`src/sps_consts.vh`:
```
// stepper phase sequencer constants, register map and field layout
// Contract
// - full step: four phases per clock cycle
// - full step: both coils always carry current; an odd phase left by half step drives one coil until the next step
// - half step: eight phases per clock cycle
// - half phases A,C,E,G match full polarities
// - half phases B,D,F,H drive one coil
// - impedance select matters only half step, idle coil
// - impedance low: idle coil drivers all off
// - impedance high: idle coil high sides on
// - bias below 5 uA: phase A, outputs off
// - set condition drives home flag low
// - set condition ignores step clock and controls
// - release resumes in phase A drive
// - after release, steps and controls act again
// - reduced bias lowers current, keeps phase
// - advance on each rising step clock edge
// - home flag low whenever phase A
`ifndef SPS_CONSTS_VH
`define SPS_CONSTS_VH

// register byte offsets
`define SPS_ADDR_CTRL 8'h00
`define SPS_ADDR_BIAS 8'h04
`define SPS_ADDR_STEP 8'h08
`define SPS_ADDR_STATUS 8'h0c
`define SPS_ADDR_POS 8'h10

// control register fields
`define SPS_CTRL_HALF 0
`define SPS_CTRL_DIR 1
`define SPS_CTRL_IDLE_HI 2
`define SPS_CTRL_W 3
`define SPS_CTRL_RST 3'h0

// bias register: drive current in microamps, below 5 means set
`define SPS_BIAS_RST 10'h000
`define SPS_SET_LIMIT_UA 10'h005

// step register: writing this bit as one issues a step
`define SPS_STEP_GO 0

// status register fields
`define SPS_ST_PHASE_LO 0
`define SPS_ST_SET 3
`define SPS_ST_HOME 4
`define SPS_ST_SET_SEEN 5
`define SPS_ST_MISSED 6
`define SPS_ST_DRV_LO 8

// phase index and step sizes, in half-step units
`define SPS_PHASE_A 3'h0
`define SPS_ADV_HALF 3'h1
`define SPS_ADV_FULL 3'h2
`define SPS_COIL2_OFS 3'h6

// coil polarity codes
`define SPS_COIL_OFF 2'h0
`define SPS_COIL_POS 2'h1
`define SPS_COIL_NEG 2'h2

`endif

```
`src/sps_phase_decode.v`:
```
// phase index to bridge driver decode for both coils
`timescale 1ns/1ps
`include "sps_consts.vh"

module sps_phase_decode (
   // phase position and mode
   input wire [2:0] phase,
   input wire half_step,
   input wire idle_hi,
   // driver enables: {c2b_ls,c2b_hs,c2a_ls,c2a_hs,c1b_ls,c1b_hs,c1a_ls,c1a_hs}
   output reg [7:0] drv
);

   // polarity of coil one at a half-step index; coil two is the same
   // pattern rotated, so one table serves both
   function [1:0] coil_pol;
      input [2:0] idx;
      begin
         case (idx)
            3'h0, 3'h6, 3'h7: coil_pol = `SPS_COIL_POS;
            3'h2, 3'h3, 3'h4: coil_pol = `SPS_COIL_NEG;
            default: coil_pol = `SPS_COIL_OFF;
         endcase
      end
   endfunction

   // one full bridge from its polarity
   function [3:0] bridge;
      input [1:0] pol;
      input idle_high;
      begin
         if (pol == `SPS_COIL_POS) begin
            bridge = 4'h9; // a high side, b low side
         end else if (pol == `SPS_COIL_NEG) begin
            bridge = 4'h6; // b high side, a low side
         end else if (idle_high) begin
            bridge = 4'h5;
         end else begin
            bridge = 4'h0;
         end
      end
   endfunction

   reg [2:0] idx2;
   reg idle_high;

   // even indices are the two-coil phases, odd ones the one-coil phases
   always @* begin
      idx2 = phase + `SPS_COIL2_OFS;
      idle_high = half_step & idle_hi;
      drv = {bridge(coil_pol(idx2), idle_high), bridge(coil_pol(phase), idle_high)};
   end

endmodule

```
`src/sps_sequencer.v`:
```
// stepper phase sequencer with apb register access and bridge driver outputs
//
// The implementer's own choices: the register offsets and the APB slave port.
`timescale 1ns/1ps
`include "sps_consts.vh"

module sps_sequencer #(
   parameter ADDR_W = 8,
   parameter BIAS_W = 10,
   parameter POS_W = 16
) (
   // clock and reset
   input wire pclk,
   input wire presetn,
   // apb slave
   input wire psel,
   input wire penable,
   input wire pwrite,
   input wire [ADDR_W-1:0] paddr,
   input wire [31:0] pwdata,
   input wire [3:0] pstrb,
   output wire pready,
   output reg [31:0] prdata,
   output reg pslverr,
   // step clock and open bias pin from the controller
   input wire step_clk,
   input wire bias_open,
   // coil one bridge drivers
   output reg coil1_out_a_hs,
   output reg coil1_out_a_ls,
   output reg coil1_out_b_hs,
   output reg coil1_out_b_ls,
   // coil two bridge drivers
   output reg coil2_out_a_hs,
   output reg coil2_out_a_ls,
   output reg coil2_out_b_hs,
   output reg coil2_out_b_ls,
   // drive current setting in microamps
   output reg [BIAS_W-1:0] drive_current_ua,
   // open-drain home phase indicator, low when active
   input wire home_phase_flag_n_in,
   output wire home_phase_flag_n_out,
   output reg home_phase_flag_n_oe
);

   // ------------------------------------------------------------
   // state
   // ------------------------------------------------------------

   reg [`SPS_CTRL_W-1:0] ctrl;
   reg [BIAS_W-1:0] bias;
   reg [2:0] phase;
   reg [POS_W-1:0] position;
   reg step_prev;
   reg set_seen;
   reg step_missed;
   reg rd_err;
   reg [31:0] rd_word;

   wire step_size_select;
   wire direction_select;
   wire idle_coil_impedance_select;
   wire set_active;
   wire step_edge;
   wire step_wr;
   wire step_req;
   wire step_take;
   wire [7:0] dec_drv;
   wire [7:0] drv_now;

   reg [2:0] adv;
   reg [2:0] next_phase;
   reg [POS_W-1:0] next_position;

   assign step_size_select = ctrl[`SPS_CTRL_HALF];
   assign direction_select = ctrl[`SPS_CTRL_DIR];
   assign idle_coil_impedance_select = ctrl[`SPS_CTRL_IDLE_HI];

   // ------------------------------------------------------------
   // apb decode
   // ------------------------------------------------------------

   // address decode shared by read and write paths
   function [2:0] reg_sel;
      input [ADDR_W-1:0] addr;
      begin
         if (addr == `SPS_ADDR_CTRL) begin
            reg_sel = 3'h1;
         end else if (addr == `SPS_ADDR_BIAS) begin
            reg_sel = 3'h2;
         end else if (addr == `SPS_ADDR_STEP) begin
            reg_sel = 3'h3;
         end else if (addr == `SPS_ADDR_STATUS) begin
            reg_sel = 3'h4;
         end else if (addr == `SPS_ADDR_POS) begin
            reg_sel = 3'h5;
         end else begin
            reg_sel = 3'h0;
         end
      end
   endfunction

   wire setup_ph;
   wire access_ph;
   wire wr_take;
   wire [2:0] sel_now;

   assign setup_ph = psel & ~penable;
   assign access_ph = psel & penable;
   assign sel_now = reg_sel(paddr);
   assign wr_take = access_ph & pwrite & ~rd_err;
   // zero wait states: every access phase completes at once
   assign pready = 1'b1;

   // ------------------------------------------------------------
   // set condition and step detection
   // ------------------------------------------------------------

   // set while the bias pin is open or the bias setting is under the limit
   assign set_active = bias_open | (bias < `SPS_SET_LIMIT_UA);

   // rising edge of the step clock pin, or a step register write
   assign step_edge = step_clk & ~step_prev;
   assign step_wr = wr_take & (sel_now == 3'h3) & pstrb[0] & pwdata[`SPS_STEP_GO];
   assign step_req = step_edge | step_wr;
   // no step is taken while the set condition holds
   assign step_take = step_req & ~set_active;

   // ------------------------------------------------------------
   // phase advance
   // ------------------------------------------------------------

   // full step from an odd position lands on the next even one,
   // so a mode change continues from where the phase stands
   always @* begin
      if (step_size_select) begin
         adv = `SPS_ADV_HALF;
      end else if (phase[0]) begin
         adv = `SPS_ADV_HALF;
      end else begin
         adv = `SPS_ADV_FULL;
      end
      if (direction_select) begin
         next_phase = phase - adv;
         next_position = position - {{(POS_W-3){1'b0}}, adv};
      end else begin
         next_phase = phase + adv;
         next_position = position + {{(POS_W-3){1'b0}}, adv};
      end
   end

   // phase register, held at phase a while set
   always @(posedge pclk or negedge presetn) begin
      if (!presetn) begin
         phase <= `SPS_PHASE_A;
         position <= {POS_W{1'b0}};
      end else if (set_active) begin
         phase <= `SPS_PHASE_A;
      end else if (step_take) begin
         phase <= next_phase;
         position <= next_position;
      end
   end

   // step clock history, tracked even during set so release makes no edge
   always @(posedge pclk or negedge presetn) begin
      if (!presetn) begin
         step_prev <= 1'b0;
      end else begin
         step_prev <= step_clk;
      end
   end

   // ------------------------------------------------------------
   // driver outputs
   // ------------------------------------------------------------

   sps_phase_decode u_decode (
      .phase(phase),
      .half_step(step_size_select),
      .idle_hi(idle_coil_impedance_select),
      .drv(dec_drv)
   );

   // all drivers off during set; release shows phase a drive
   assign drv_now = set_active ? 8'h00 : dec_drv;

   // registered bridge drivers and current setting
   always @(posedge pclk or negedge presetn) begin
      if (!presetn) begin
         coil1_out_a_hs <= 1'b0;
         coil1_out_a_ls <= 1'b0;
         coil1_out_b_hs <= 1'b0;
         coil1_out_b_ls <= 1'b0;
         coil2_out_a_hs <= 1'b0;
         coil2_out_a_ls <= 1'b0;
         coil2_out_b_hs <= 1'b0;
         coil2_out_b_ls <= 1'b0;
         drive_current_ua <= {BIAS_W{1'b0}};
      end else begin
         coil1_out_a_hs <= drv_now[0];
         coil1_out_a_ls <= drv_now[1];
         coil1_out_b_hs <= drv_now[2];
         coil1_out_b_ls <= drv_now[3];
         coil2_out_a_hs <= drv_now[4];
         coil2_out_a_ls <= drv_now[5];
         coil2_out_b_hs <= drv_now[6];
         coil2_out_b_ls <= drv_now[7];
         // reduced bias only scales the current
         drive_current_ua <= set_active ? {BIAS_W{1'b0}} : bias;
      end
   end

   // home flag pulls low while the phase is a, set included
   assign home_phase_flag_n_out = 1'b0;

   always @(posedge pclk or negedge presetn) begin
      if (!presetn) begin
         home_phase_flag_n_oe <= 1'b1;
      end else begin
         home_phase_flag_n_oe <= set_active | (phase == `SPS_PHASE_A);
      end
   end

   // ------------------------------------------------------------
   // control and bias registers
   // ------------------------------------------------------------

   // writes are stored at any time; direction acts on the next step, mode bits and bias reach the drivers at once
   always @(posedge pclk or negedge presetn) begin
      if (!presetn) begin
         ctrl <= `SPS_CTRL_RST;
         bias <= `SPS_BIAS_RST;
      end else if (wr_take) begin
         if ((sel_now == 3'h1) && pstrb[0]) begin
            ctrl <= pwdata[`SPS_CTRL_W-1:0];
         end
         if ((sel_now == 3'h2) && pstrb[0]) begin
            bias[7:0] <= pwdata[7:0];
         end
         if ((sel_now == 3'h2) && pstrb[1]) begin
            bias[BIAS_W-1:8] <= pwdata[BIAS_W-1:8];
         end
      end
   end

   // ------------------------------------------------------------
   // sticky status bits, write one to clear, a new event wins
   // ------------------------------------------------------------

   wire st_clr;

   assign st_clr = wr_take & (sel_now == 3'h4) & pstrb[0];

   always @(posedge pclk or negedge presetn) begin
      if (!presetn) begin
         set_seen <= 1'b0;
         step_missed <= 1'b0;
      end else begin
         if (set_active) begin
            set_seen <= 1'b1;
         end else if (st_clr && pwdata[`SPS_ST_SET_SEEN]) begin
            set_seen <= 1'b0;
         end
         if (step_req && set_active) begin
            step_missed <= 1'b1;
         end else if (st_clr && pwdata[`SPS_ST_MISSED]) begin
            step_missed <= 1'b0;
         end
      end
   end

   // ------------------------------------------------------------
   // read path
   // ------------------------------------------------------------

   // read word for the addressed register
   always @* begin
      rd_word = 32'h0000_0000;
      if (sel_now == 3'h1) begin
         rd_word[`SPS_CTRL_W-1:0] = ctrl;
      end else if (sel_now == 3'h2) begin
         rd_word[BIAS_W-1:0] = bias;
      end else if (sel_now == 3'h4) begin
         rd_word[`SPS_ST_PHASE_LO+2:`SPS_ST_PHASE_LO] = phase;
         rd_word[`SPS_ST_SET] = set_active;
         rd_word[`SPS_ST_HOME] = ~home_phase_flag_n_in;
         rd_word[`SPS_ST_SET_SEEN] = set_seen;
         rd_word[`SPS_ST_MISSED] = step_missed;
         rd_word[`SPS_ST_DRV_LO+7:`SPS_ST_DRV_LO] = drv_now;
      end else if (sel_now == 3'h5) begin
         rd_word[POS_W-1:0] = position;
      end
   end

   // data and error captured in the setup cycle, shown in the access cycle
   always @(posedge pclk or negedge presetn) begin
      if (!presetn) begin
         prdata <= 32'h0000_0000;
         rd_err <= 1'b0;
      end else if (setup_ph) begin
         prdata <= pwrite ? 32'h0000_0000 : rd_word;
         rd_err <= (sel_now == 3'h0);
      end
   end

   // error answer for unmapped addresses only in the access cycle
   always @* begin
      pslverr = access_ph & rd_err;
   end

endmodule

```
`config.mk`:
```
export PLATFORM = sky130hd
export DESIGN_NAME = sps_sequencer
export DESIGN_NICKNAME = d
export VERILOG_FILES = /design/src/sps_phase_decode.v /design/src/sps_sequencer.v
export VERILOG_INCLUDE_DIRS = /design/src
export SDC_FILE = /design/constraint.sdc
export NUM_CORES = 1
export LEC_CHECK = 0
export BUFFER_PORTS_ARGS = -buffer_cell sky130_fd_sc_hd__buf_2
export CAP_MARGIN = 25
export CORE_UTILIZATION = 55
export CTS_CLUSTER_DIAMETER = 120
export DETAILED_ROUTE_END_ITERATION = 6
export GPL_TIMING_DRIVEN = 0
export PLACE_DENSITY_LB_ADDON = 0.05
export SLEW_MARGIN = 20
export SYNTH_ARGS = -nofsm -noshare
export SYNTH_HDL_FRONTEND = slang
export SYNTH_SLANG_ARGS = --single-unit
```
`constraint.sdc`:
```
create_clock -name pclk -period 5.2 [get_ports pclk]
set_input_delay 1.3 -clock pclk [delete_from_list [all_inputs] [get_ports pclk]]
set_output_delay 1.3 -clock pclk [all_outputs]
set_load 0.005 [all_outputs]
```
After elaboration in Yosys (flattened, before gate mapping)
Index checks and enable logic that the tools add are counted.
{"block": "totals", "ff_bits": 87, "out_inout_bits": 54, "word_cells": 124}
{"block": "classes", "add_sub_neg": 5, "magnitude_cmp": 1, "eq_ne": 23, "muxes": 33, "bitwise": 21, "reduce_logical": 21}
{"operator": "16-bit two-way mux", "count": 3}
{"operator": "3-bit two-way mux", "count": 11}
{"operator": "3-bit equality test (second input constant)", "count": 8}
{"operator": "10-bit two-way mux", "count": 2}
{"operator": "3-bit by 2-bit equality test with 1-bit output (second input constant)", "count": 6}
{"operator": "16-bit by 3-bit adder with 16-bit output", "count": 1}
{"operator": "8-bit by 4-bit equality test with 1-bit output (second input constant)", "count": 2}
{"operator": "8-bit two-way mux", "count": 2}
{"operator": "16-bit by 3-bit subtractor with 16-bit output", "count": 1}
{"operator": "1-bit AND", "count": 13}
{"operator": "13-bit two-way mux", "count": 1}
{"operator": "4-bit two-way mux", "count": 3}
{"operator": "3-bit OR reduction", "count": 4}
{"operator": "10-bit by 3-bit less-than comparator with 1-bit output (second input constant)", "count": 1}
{"operator": "3-bit zero test", "count": 3}
{"operator": "8-bit by 3-bit equality test with 1-bit output (second input constant)", "count": 1}
{"operator": "8-bit by 5-bit equality test with 1-bit output (second input constant)", "count": 1}
{"operator": "8-bit zero test", "count": 1}
{"operator": "2-bit case mux with 2 select lines", "count": 2}
{"operator": "2-bit AND reduction", "count": 4}
{"operator": "7-bit two-way mux", "count": 1}
{"operator": "1-bit logical AND", "count": 6}
{"operator": "6-bit two-way mux", "count": 1}
{"operator": "2-bit nonzero test", "count": 3}
{"operator": "10 further kinds", "count": 23}

Logic depth before layout (Yosys ltp)
Gate-level depths: netlist of run 1.
{"block": "depth", "ltp_word": 14, "ltp_mapped": 11, "depth_no_buf": 10}

Cells and area by module
Synthesis of run 1 repeated with hierarchy kept, for this count alone.
{"block": "hier_totals", "hier_cells": 393, "area_unflattened_um2": 3923.8}
{"module": "sps_sequencer", "n_inst": 1, "cells_each": 376, "area_per_inst_um2": 3814.9, "seq_area_each_um2": 1778.0}
{"module": "sps_phase_decode", "n_inst": 1, "cells_each": 17, "area_per_inst_um2": 108.9, "seq_area_each_um2": 0.0}

Least setup slack after synthesis of run 1
OpenSTA, ideal clock, no wires.
{"block": "synth_path", "path_type": "input port to flip-flop", "start": "input paddr[1]", "end": "register ctrl[0]", "setup_ns": 0.125, "arrival_time_ns": 3.038, "t_required_ns": 5.075, "setup_slack_ns": 2.037, "cell_stages": 5, "path_buffers": 0, "cell_sequence": "or3_4 -> or4_4 -> or3_1 -> nor2b_2 -> mux2_2"}
{"block": "synth_via", "elab_chain_len": 9, "word_cells_on_any_way": 13, "classes_between": "eq/ne (5); mux (5); reduce/logical (3)"}
{"element": "start: declaration", "line": "sps_sequencer.v:19", "source": "input wire [ADDR_W-1:0] paddr,"}
{"element": "8-bit by 5-bit equality test with 1-bit output (no source line)"}
{"element": "3-bit two-way mux", "line": "sps_sequencer.v:95", "source": "end else if (addr == `SPS_ADDR_POS) begin"}
{"element": "3-bit two-way mux", "line": "sps_sequencer.v:93", "source": "end else if (addr == `SPS_ADDR_STATUS) begin"}
{"element": "3-bit two-way mux", "line": "sps_sequencer.v:91", "source": "end else if (addr == `SPS_ADDR_STEP) begin"}
{"element": "3-bit two-way mux", "line": "sps_sequencer.v:89", "source": "end else if (addr == `SPS_ADDR_BIAS) begin"}
{"element": "3-bit two-way mux (*)", "line": "sps_sequencer.v:87", "source": "if (addr == `SPS_ADDR_CTRL) begin"}
{"element": "3-bit by 1-bit equality test with 1-bit output (*)", "line": "sps_sequencer.v:235", "source": "if ((sel_now == 3'h1) && pstrb[0]) begin"}
{"element": "1-bit logical AND (*)", "line": "sps_sequencer.v:235"}
{"element": "2-bit AND reduction (no source line) (*)"}
{"element": "end signal: assignment", "line": "sps_sequencer.v:232", "source": "ctrl <= `SPS_CTRL_RST;"}
{"element": "end signal: assignment", "line": "sps_sequencer.v:236", "source": "ctrl <= pwdata[`SPS_CTRL_W-1:0];"}
{"element": "end: declaration", "line": "sps_sequencer.v:50", "source": "reg [`SPS_CTRL_W-1:0] ctrl;"}
Every way passes the cells marked *; elsewhere a longest branch is shown, timed or not.
A chain may end at the register's enable or synchronous reset.

Worst setup path after layout of run 1
{"block": "layout_path", "start": "input pwrite", "end": "register position[8]"}
{"block": "layout_via", "elab_chain_len": 8}
{"element": "start: declaration", "line": "sps_sequencer.v:18", "source": "input wire pwrite,"}
{"element": "1-bit AND (2 in a row)", "line": "sps_sequencer.v:111", "source": "assign wr_take = access_ph & pwrite & ~rd_err;"}
{"element": "1-bit AND (3 in a row)", "line": "sps_sequencer.v:124", "source": "assign step_wr = wr_take & (sel_now == 3'h3) & pstrb[0] & pwdata[`SPS_STEP_GO];"}
{"element": "1-bit bitwise OR", "line": "sps_sequencer.v:125", "source": "assign step_req = step_edge | step_wr;"}
{"element": "1-bit AND", "line": "sps_sequencer.v:127", "source": "assign step_take = step_req & ~set_active;"}
{"element": "2-bit AND reduction (no source line)"}
{"element": "end signal: assignment", "line": "sps_sequencer.v:156", "source": "position <= {POS_W{1'b0}};"}
{"element": "end signal: assignment", "line": "sps_sequencer.v:161", "source": "position <= next_position;"}
{"element": "end: declaration", "line": "sps_sequencer.v:53", "source": "reg [POS_W-1:0] position;"}
Every way passes these cells.

==> results of run 1 <==
critical path: cells and delay by family:
| family | cells | cell delay, ns |
|---|---|---|
| buf+inv | 3 | 0.98 |
| simple gates | 4 | 0.73 |
| compound gates | 2 | 0.50 |
metal layers:
layer | global-route usage [%] | routed length, um | share of wire (%)
met4 | 9.70 | 162 | 1.7
met3 | 4.43 | 705 | 7.6
met5 | 0 | 0 | 0
met2 | 45.0 | 4380 | 47
met1 | 37.2 | 4080 | 44
state kept, by name, indices dropped and copies added (netlist names), 3 cells and up:
name	cells
prdata	16
drive_current_ua	10
bias	10
ctrl	3
position	16
phase	3
layout make-up:
class                      count  area share (%)
buffer                        35            4.34
multi-input combinational    299            42.0
sequential                    71            38.6
tap                           96            2.60
timing repair buffer          64            7.33
clock inverter                 6            1.55
clock buffer                  10            2.77
inverter                      11           0.895
path summary, 6_finish.rpt:
| check | start | end | depth (start not counted) |
|---|---|---|---|
| worst min-delay path | prdata[10]$_DFFE_PN0P_ | prdata[10]$_DFFE_PN0P_ | 2 |
| worst max register to register | ctrl[1]$_DFFE_PN0P_ | position[12]$_DFFE_PN0P_ | 9 |
| worst min register to register | prdata[10]$_DFFE_PN0P_ | prdata[10]$_DFFE_PN0P_ | 2 |
| max in group asynchronous | presetn | home_phase_flag_n_oe$_DFF_PN1_ | 2 |
| worst max-delay path | pwrite | position[8]$_DFFE_PN0P_ | 9 |
| min in group asynchronous | presetn | drive_current_ua[3]$_DFF_PN0_ | 1 |
placed cells by master, fill, tap and decap left out, drive strengths merged, types with 3 or more instances in the layout:
cell type and n:
buf 83, dfrtp 70, nand2 52, o21ai 37, clkbuf 26, nor2 21
a21oi 18, conb 18, nor2b 16, ha 15, mux2 14, inv 11
a22oi 10, xor2 7, nand3 6, nand2b 6, xnor2 5, a21o 5
a222oi 5, nor4 5, a211oi 4, nor3b 4, or2 3, nor3 3
and3 3, o211ai 3, o22ai 3, o41ai 3, clkinv 3, or3 3
stage by stage:
step	cell area (um^2)	worst slack (ns)	std cells	utilization, %	power (mW)
final	4610	1.97	592	67.5	1.10
after global routing	4610	1.75	592	67.5	1.15
after CTS	4610	1.95	592	67.5	1.11
after detailed placement	4410	1.57	576	64.6	0.672
after global placement	4390	1.63	575	64.3	0.668
after floorplan	3960	2.04	416	-	0.630
where the power goes:
group	internal (mW)	total (mW)	leakage [nW]	switching (mW)
clock network	0.224	0.441	0.0927	0.217
logic	0.0386	0.0911	1.22	0.0525
registers	0.561	0.571	0.952	0.0104
total	0.823	1.10	2.27	0.280
cells by family after synthesis:
| logic type | synth area share (%) |
|---|---|
| simple gates | 17.7 |
| mux | 4.56 |
| fa+ha+maj | 5.85 |
| buf+inv | 6.20 |
| flops | 45.6 |
| compound gates | 17.2 |
| xor+xnor | 2.70 |
| other cells | 0.193 |
==> impl_metrics.json, run 1 <==
{
  "cpPeakStageDelay_ns": 0.42,
  "syn-cell-area_um2": 3890,
  "tns_ns": 0,
  "cp_cell_sequence": "buf_2, and4b_1, and2_1, a41oi_1, nand2b_1, clkbuf_1, clkbuf_1, nand2_1, o21ai_0",
  "hold_viol": 0,
  "async_flop_share_pct": 100,
  "antenna_found_initial": 0,
  "overflow": 0,
  "crit_type": "input port to flip-flop",
  "yosys-top-cells-count": "dfrtp_1, nand2_1, o21ai_0, nor2_1",
  "cap_viol_max_count": 0,
  "clock_latency_ns": 0.35,
  "grt_pass1_wl_mm": 15.3,
  "max-vdd-ir-drop_mv": 0.107,
  "synthTopCellsByArea": "dfrtp_1, nand2_1, ha_1, o21ai_0, mux2_2",
  "drtPass1Iterations": 5,
  "std_cell_rows": 30,
  "first_iter_violations": 193,
  "synthFlopType": "dfrtp_1",
  "multi_input_area_um2": 1940,
  "arrival_ns": 3.49,
  "ctsResizeCount": 0,
  "syn2layout_area_growth_pct": 18.4,
  "port_buffers": 63,
  "ys_ff_latch": 71,
  "crit_path_end_kind": "flip-flop",
  "cts_root_buffer": "clkbuf_8",
  "via_per_inst": 5.57,
  "antenna_left": 0,
  "tightest_slew_ns": 0.699,
  "whs_ns": 0.480,
  "grt_pass1_vias": 3061,
  "yosysUniqueCellTypes": 59,
  "die_h_um": 86.2,
  "ys_seq_area_share_pct": 45.6,
  "setup-violations-final": 0,
  "die_x_um": 86.2,
  "cts_buffer_depth": 2,
  "gp_congestion": 0.873,
  "fin_skew_ns": 0.00993,
  "rsz0062_at_grt": "false",
  "min_path_type": "flip-flop to flip-flop",
  "core_um2": 6830,
  "yosysWarnings": 0,
  "cp_slowest_cell": "clkbuf_1",
  "vias": 3297,
  "synth_most_common_cell": "dfrtp_1",
  "nets": 560,
  "syn_area_per_cell_um2": 9.74,
  "hpwlAfterDp_mm": 7.03,
  "p_leak_nw": 2.27,
  "fillers": 573,
  "grt_start_max_net_pins": 42,
  "status": "complete, no violations",
  "period_share_pct": 62.1,
  "cp.required_ns": 5.46,
  "drt_wl_total_mm": 9.33,
  "period_needed_ns": 3.23,
  "track_usage_pct": 27.5,
  "ff2ff_setup_slack_ns": 2.01,
  "die-area_um2": 7420,
  "wl_per_cell_um": 15.8,
  "cts_tree": "done",
  "regArea_um2": 1780,
  "slew_violations": 0,
  "diodes": 0,
  "synth_edf_count": 0,
  "max_freq_mhz": 310,
  "post_cts_buffers": 0,
  "clock_sinks": 71,
  "yosys.area.top_type": "dfrtp_1",
  "cts_inserted_buffers": 9,
  "initial_core_util_pct": 57.0,
  "cp_common_cell": "clkbuf_1",
  "post-synth-top-area-fraction_pct": 45.0,
  "cts-htree-levels": 3,
  "clkTransAtPathRegs_ns": 0.08,
  "p_per_area_nw_per_um2": 239,
  "slew_headroom_pct": 52.9,
  "cp-start-kind": "input port",
  "netlist_instances": 400,
  "io_pins": 106,
  "layout-drive-gt1-share_pct": 25.0,
  "critPathMaxFanout": 10,
  "ctsHoldBuffers": 0,
  "drc": 0
}
Note: power is estimated with default switching activity, not from simulation.
==> run 2: changes to the inputs <==
- CORE_UTILIZATION: 55 -> 48
- clock period: 5.2 -> 2.7 ns (I/O delays scaled with it)
==> run 2 against run 1 <==
Compared with the run above: clock skew decreased by 0.00079 ns; cell count increased by 1.0%; clock power increased by 110%; power increased by 100%.
==> impl_metrics.json, run 2 (synthesis results as in run 1) <==
{
  "slew_violations": 0,
  "cts_inserted_buffers": 9,
  "period_needed_ns": 2.57,
  "p_per_area_nw_per_um2": 469,
  "crit_type": "flip-flop to flip-flop",
  "p_leak_nw": 2.30,
  "grt_start_max_net_pins": 39,
  "core_um2": 7810,
  "clock_latency_ns": 0.35,
  "setup-violations-final": 0,
  "gp_congestion": 0.813,
  "die_x_um": 92.1,
  "cts_root_buffer": "clkbuf_8",
  "fin_skew_ns": 0.00915,
  "std_cell_rows": 32,
  "final_core_util_pct": 60.2,
  "overflow": 0,
  "cp.required_ns": 2.92,
  "cts_tree": "done",
  "period_share_pct": 95.1,
  "placed_area_um2": 4420,
  "tns_ns": 0,
  "status": "complete, no violations",
  "layout_commonest_cell": "dfrtp_1",
  "port_buffers": 63,
  "met3_usage_pct": 4.64,
  "hpwlAfterDp_mm": 7.31,
  "global_route.usage.met2_pct": 39.5,
  "slew_headroom_pct": 52.4,
  "crit_path_end_kind": "flip-flop",
  "layout-drive-gt1-share_pct": 27.4,
  "arrival_ns": 2.79,
  "dp.cells": 582,
  "max-vdd-ir-drop_mv": 0.201,
  "layout_common_cells": "dfrtp_1, buf_2, nand2_1",
  "grt_pass1_vias": 3095,
  "drc": 0,
  "die_h_um": 92.1,
  "via_per_inst": 5.49,
  "whs_ns": 0.253,
  "diodes": 0,
  "fillers": 701,
  "cts_buffer_depth": 2,
  "antenna_found_initial": 0,
  "cp-start-kind": "flip-flop",
  "vias": 3284,
  "tightest_slew_ns": 0.706,
  "cts-htree-levels": 3,
  "critPathMaxFanout": 6,
  "grt_pass1_wl_mm": 15.9,
  "ctsHoldBuffers": 0,
  "wl_per_cell_um": 16.1,
  "max_freq_mhz": 389,
  "rsz0062_at_grt": "false",
  "top_usage_layer": "met2",
  "io_pins": 106,
  "global_route.usage.met1_pct": 32.9,
  "track_usage_pct": 24.4,
  "hold_viol": 0,
  "min_path_type": "input port to asynchronous set/reset pin",
  "syn2layout_area_growth_pct": 20.6,
  "initial_core_util_pct": 49.9,
  "nets": 561,
  "die-area_um2": 8480,
  "first_iter_violations": 256,
  "drt_wl_total_mm": 9.62,
  "clock_sinks": 71,
  "final_cell_area_um2": 4700,
  "reg.largest.list": "position (16), prdata (16)",
  "cap_viol_max_count": 0,
  "antenna_left": 0,
  "clkTransAtPathRegs_ns": 0.08,
  "fin_cells": 598,
  "drtPass1Iterations": 5
}
run 2: final timing paths:
path                                            start                             to  slack (ns)  cells after the start
worst max-delay path              ctrl[0]$_DFFE_PN0P_       position[12]$_DFFE_PN0P_        0.13                     10
worst min-delay path                          presetn  drive_current_ua[5]$_DFF_PN0_        0.25                      1
worst max register to register    ctrl[0]$_DFFE_PN0P_       position[12]$_DFFE_PN0P_        0.13                     10
worst min register to register  prdata[9]$_DFFE_PN0P_          prdata[9]$_DFFE_PN0P_        0.48                      2
max in group asynchronous                     presetn            ctrl[0]$_DFFE_PN0P_        1.88                      2
min in group pclk                            step_clk            step_prev$_DFF_PN0_        0.44                      1
run 2: report_power, final:
group / internal, mW / switching (mW)
registers: 1.08 / 0.0211
clock network: 0.516 / 0.403
logic: 0.0767 / 0.106
total: 1.67 / 0.530
run 2: worst max-delay path, cell delays in order, from the launching register on:
cell	delay [ns]
dfrtp_2	0.45
or2_2	0.32
nand2_1	0.13
inv_1	0.09
fa_2	0.40
a211oi_4	0.31
nor3_2	0.10
o21ai_2	0.17
o21bai_1	0.09
mux2_2	0.27
o311ai_0	0.12
run 2: metrics by stage:
step / total power, mW / setup slack [ns]
after floorplan: 1.21 / 0.0692
after global placement: 1.29 / -0.482
after global routing: 2.28 / 0.00256
after CTS: 2.21 / -0.0254
final: 2.20 / 0.131
after detailed placement: 1.30 / -0.571
run 2: cell type report:
class,count,area (um^2),share of cell area (%)
buffer,33,198,4.21
clock buffer,10,128,2.72
clock inverter,5,83.8,1.78
multi-input combinational,299,1980,42.1
timing repair buffer,67,360,7.67
inverter,11,41.3,0.879
tap,102,128,2.72
sequential,71,1780,37.9
run 2: timing repair:
item	4_1_cts	5_1_grt
setup endpoints to repair	11	12
setup buffers	0	3
resized for setup	7	7
pin swaps	1	3
run 2: metal layers:
layer  wire (um)  vias to the layer above
met5           0                        -
met2        4530                      106
li1            -                     1587
met1        4420                     1581
met3         533                       10
met4         131                        0
==> run 3: changes to the inputs <==
- BUFFER_PORTS_ARGS: -buffer_cell sky130_fd_sc_hd__buf_2 -> -buffer_cell sky130_fd_sc_hd__buf_4
- PLACE_DENSITY: unset -> 0.77
- PLACE_DENSITY_LB_ADDON: 0.05 -> unset
- SKIP_CTS_REPAIR_TIMING: unset -> 1
==> run 3 against run 2 <==
Compared with the run above: register-to-register slack about the same; clock skew barely moved; cell count fell by 0.33%; global-route usage down 0.88 points; power up 5.4%; highest routed layer unchanged.
==> impl_metrics.json, run 3 (synthesis results as in run 1) <==
{
  "status": "complete, no violations",
  "layout-drive-gt1-share_pct": 26.9,
  "grt_pass1_vias": 3123,
  "p_per_area_nw_per_um2": 481,
  "p_leak_nw": 2.31,
  "drtPass1Iterations": 4,
  "port_buffers": 63,
  "syn2layout_area_growth_pct": 23.8,
  "layout_common_cells": "buf_4, dfrtp_1, nand2_1",
  "whs_ns": 0.436,
  "wl_per_cell_um": 15.6,
  "total_power_mw": 2.32,
  "tightest_slew_ns": 0.866,
  "die_h_um": 92.1,
  "cts_inserted_buffers": 9,
  "antenna_left": 0,
  "antenna_found_initial": 0,
  "drc": 0,
  "reg.largest.list": "position (16), prdata (16)",
  "cts_root_buffer": "clkbuf_8",
  "cp-start-kind": "flip-flop",
  "period_needed_ns": 2.58,
  "fillers": 632,
  "initial_core_util_pct": 49.9,
  "crit_path_end_kind": "flip-flop",
  "cts-htree-levels": 3,
  "core_um2": 7810,
  "crit_type": "flip-flop to flip-flop",
  "nets": 558,
  "clkTransAtPathRegs_ns": 0.08,
  "layout_commonest_cell": "buf_4",
  "tns_ns": 0,
  "max-vdd-ir-drop_mv": 0.237,
  "io_pins": 106,
  "cp.required_ns": 2.95,
  "setup-violations-final": 0,
  "critPathMaxFanout": 10,
  "rsz0062_at_grt": "true",
  "via_per_inst": 5.39,
  "drt_wl_total_mm": 9.31,
  "diodes": 0,
  "overflow": 0,
  "fin_skew_ns": 0.00942,
  "regArea_um2": 1780,
  "cts_buffer_depth": 2,
  "slew_violations": 0,
  "first_iter_violations": 150,
  "grt_pass1_wl_mm": 15.4,
  "slew_headroom_pct": 42.3,
  "hpwlAfterDp_mm": 7.00,
  "vias": 3215,
  "gp_congestion": 0.826,
  "std_cell_rows": 32,
  "min_path_type": "input port to asynchronous set/reset pin",
  "cts_tree": "done",
  "track_usage_pct": 23.5,
  "clock_sinks": 71,
  "die-area_um2": 8480,
  "arrival_ns": 2.83,
  "period_share_pct": 95.6,
  "die_x_um": 92.1,
  "cap_viol_max_count": 0,
  "max_freq_mhz": 387,
  "hold_viol": 0,
  "grt_start_max_net_pins": 72,
  "clock_latency_ns": 0.36,
  "multi_input_area_um2": 1950
}
run 3: worst max-delay path, cell delays in order, from the launching register on:
cell      delay (ns)
dfrtp_2         0.47
or2_2           0.31
nand2_1         0.12
inv_1           0.09
fa_2            0.40
a211oi_2        0.31
nor3_2          0.11
o21ai_2         0.19
o21bai_1        0.11
mux2_2          0.27
o311ai_0        0.09
run 3: path summary, 6_finish.rpt:
check / depth (start not counted) / slack (ns) / to / start
min: 1 / 0.44 / prdata[8]$_DFFE_PN0P_ / presetn
max: 10 / 0.12 / position[12]$_DFFE_PN0P_ / phase[0]$_DFFE_PN0P_
max in group asynchronous: 1 / 1.66 / ctrl[0]$_DFFE_PN0P_ / presetn
min reg2reg: 2 / 0.49 / prdata[11]$_DFFE_PN0P_ / prdata[11]$_DFFE_PN0P_
min in group pclk: 1 / 0.44 / step_prev$_DFF_PN0_ / step_clk
max reg2reg: 10 / 0.12 / position[12]$_DFFE_PN0P_ / phase[0]$_DFFE_PN0P_
run 3: per-stage QoR:
| stage | worst slack, ns | instance area (um^2) | util [%] | instances |
|---|---|---|---|---|
| 6_report | 0.119 | 4820 | 61.8 | 596 |
| 5_1_grt | -0.0697 | 4820 | 61.8 | 596 |
| 4_1_cts | -0.486 | 4800 | 61.5 | 597 |
| 3_5_place_dp | -0.487 | 4560 | 58.3 | 581 |
| 3_3_place_gp | -0.436 | 4560 | 58.3 | 581 |
| 2_1_floorplan | 0.0692 | 3960 | - | 416 |
run 3: metal layers:
metal  part of all wire (%)  wire, um  track usage, %  vias up
met5                      0         0               0        -
met4                    2.3       216            10.3        0
met3                    4.8       449            4.39       16
met2                     49      4540            38.6       94
met1                     44      4100            30.3     1528
li1                       -         -               -     1577
run 3: layout make-up:
| type | instances | share of cell area [%] |
|---|---|---|
| inverter | 11 | 0.856 |
| clock inverter | 7 | 2.49 |
| sequential | 71 | 36.9 |
| clock buffer | 9 | 2.57 |
| buffer | 33 | 4.10 |
| tap | 102 | 2.65 |
| timing repair buffer | 64 | 9.96 |
| multi-input combinational | 299 | 40.5 |
run 3: report_power, final:
group	switching [mW]	internal, mW	total (mW)
clock	0.420	0.616	1.04
sequential	0.0198	1.08	1.10
combinational	0.102	0.0845	0.186
total	0.541	1.78	2.32
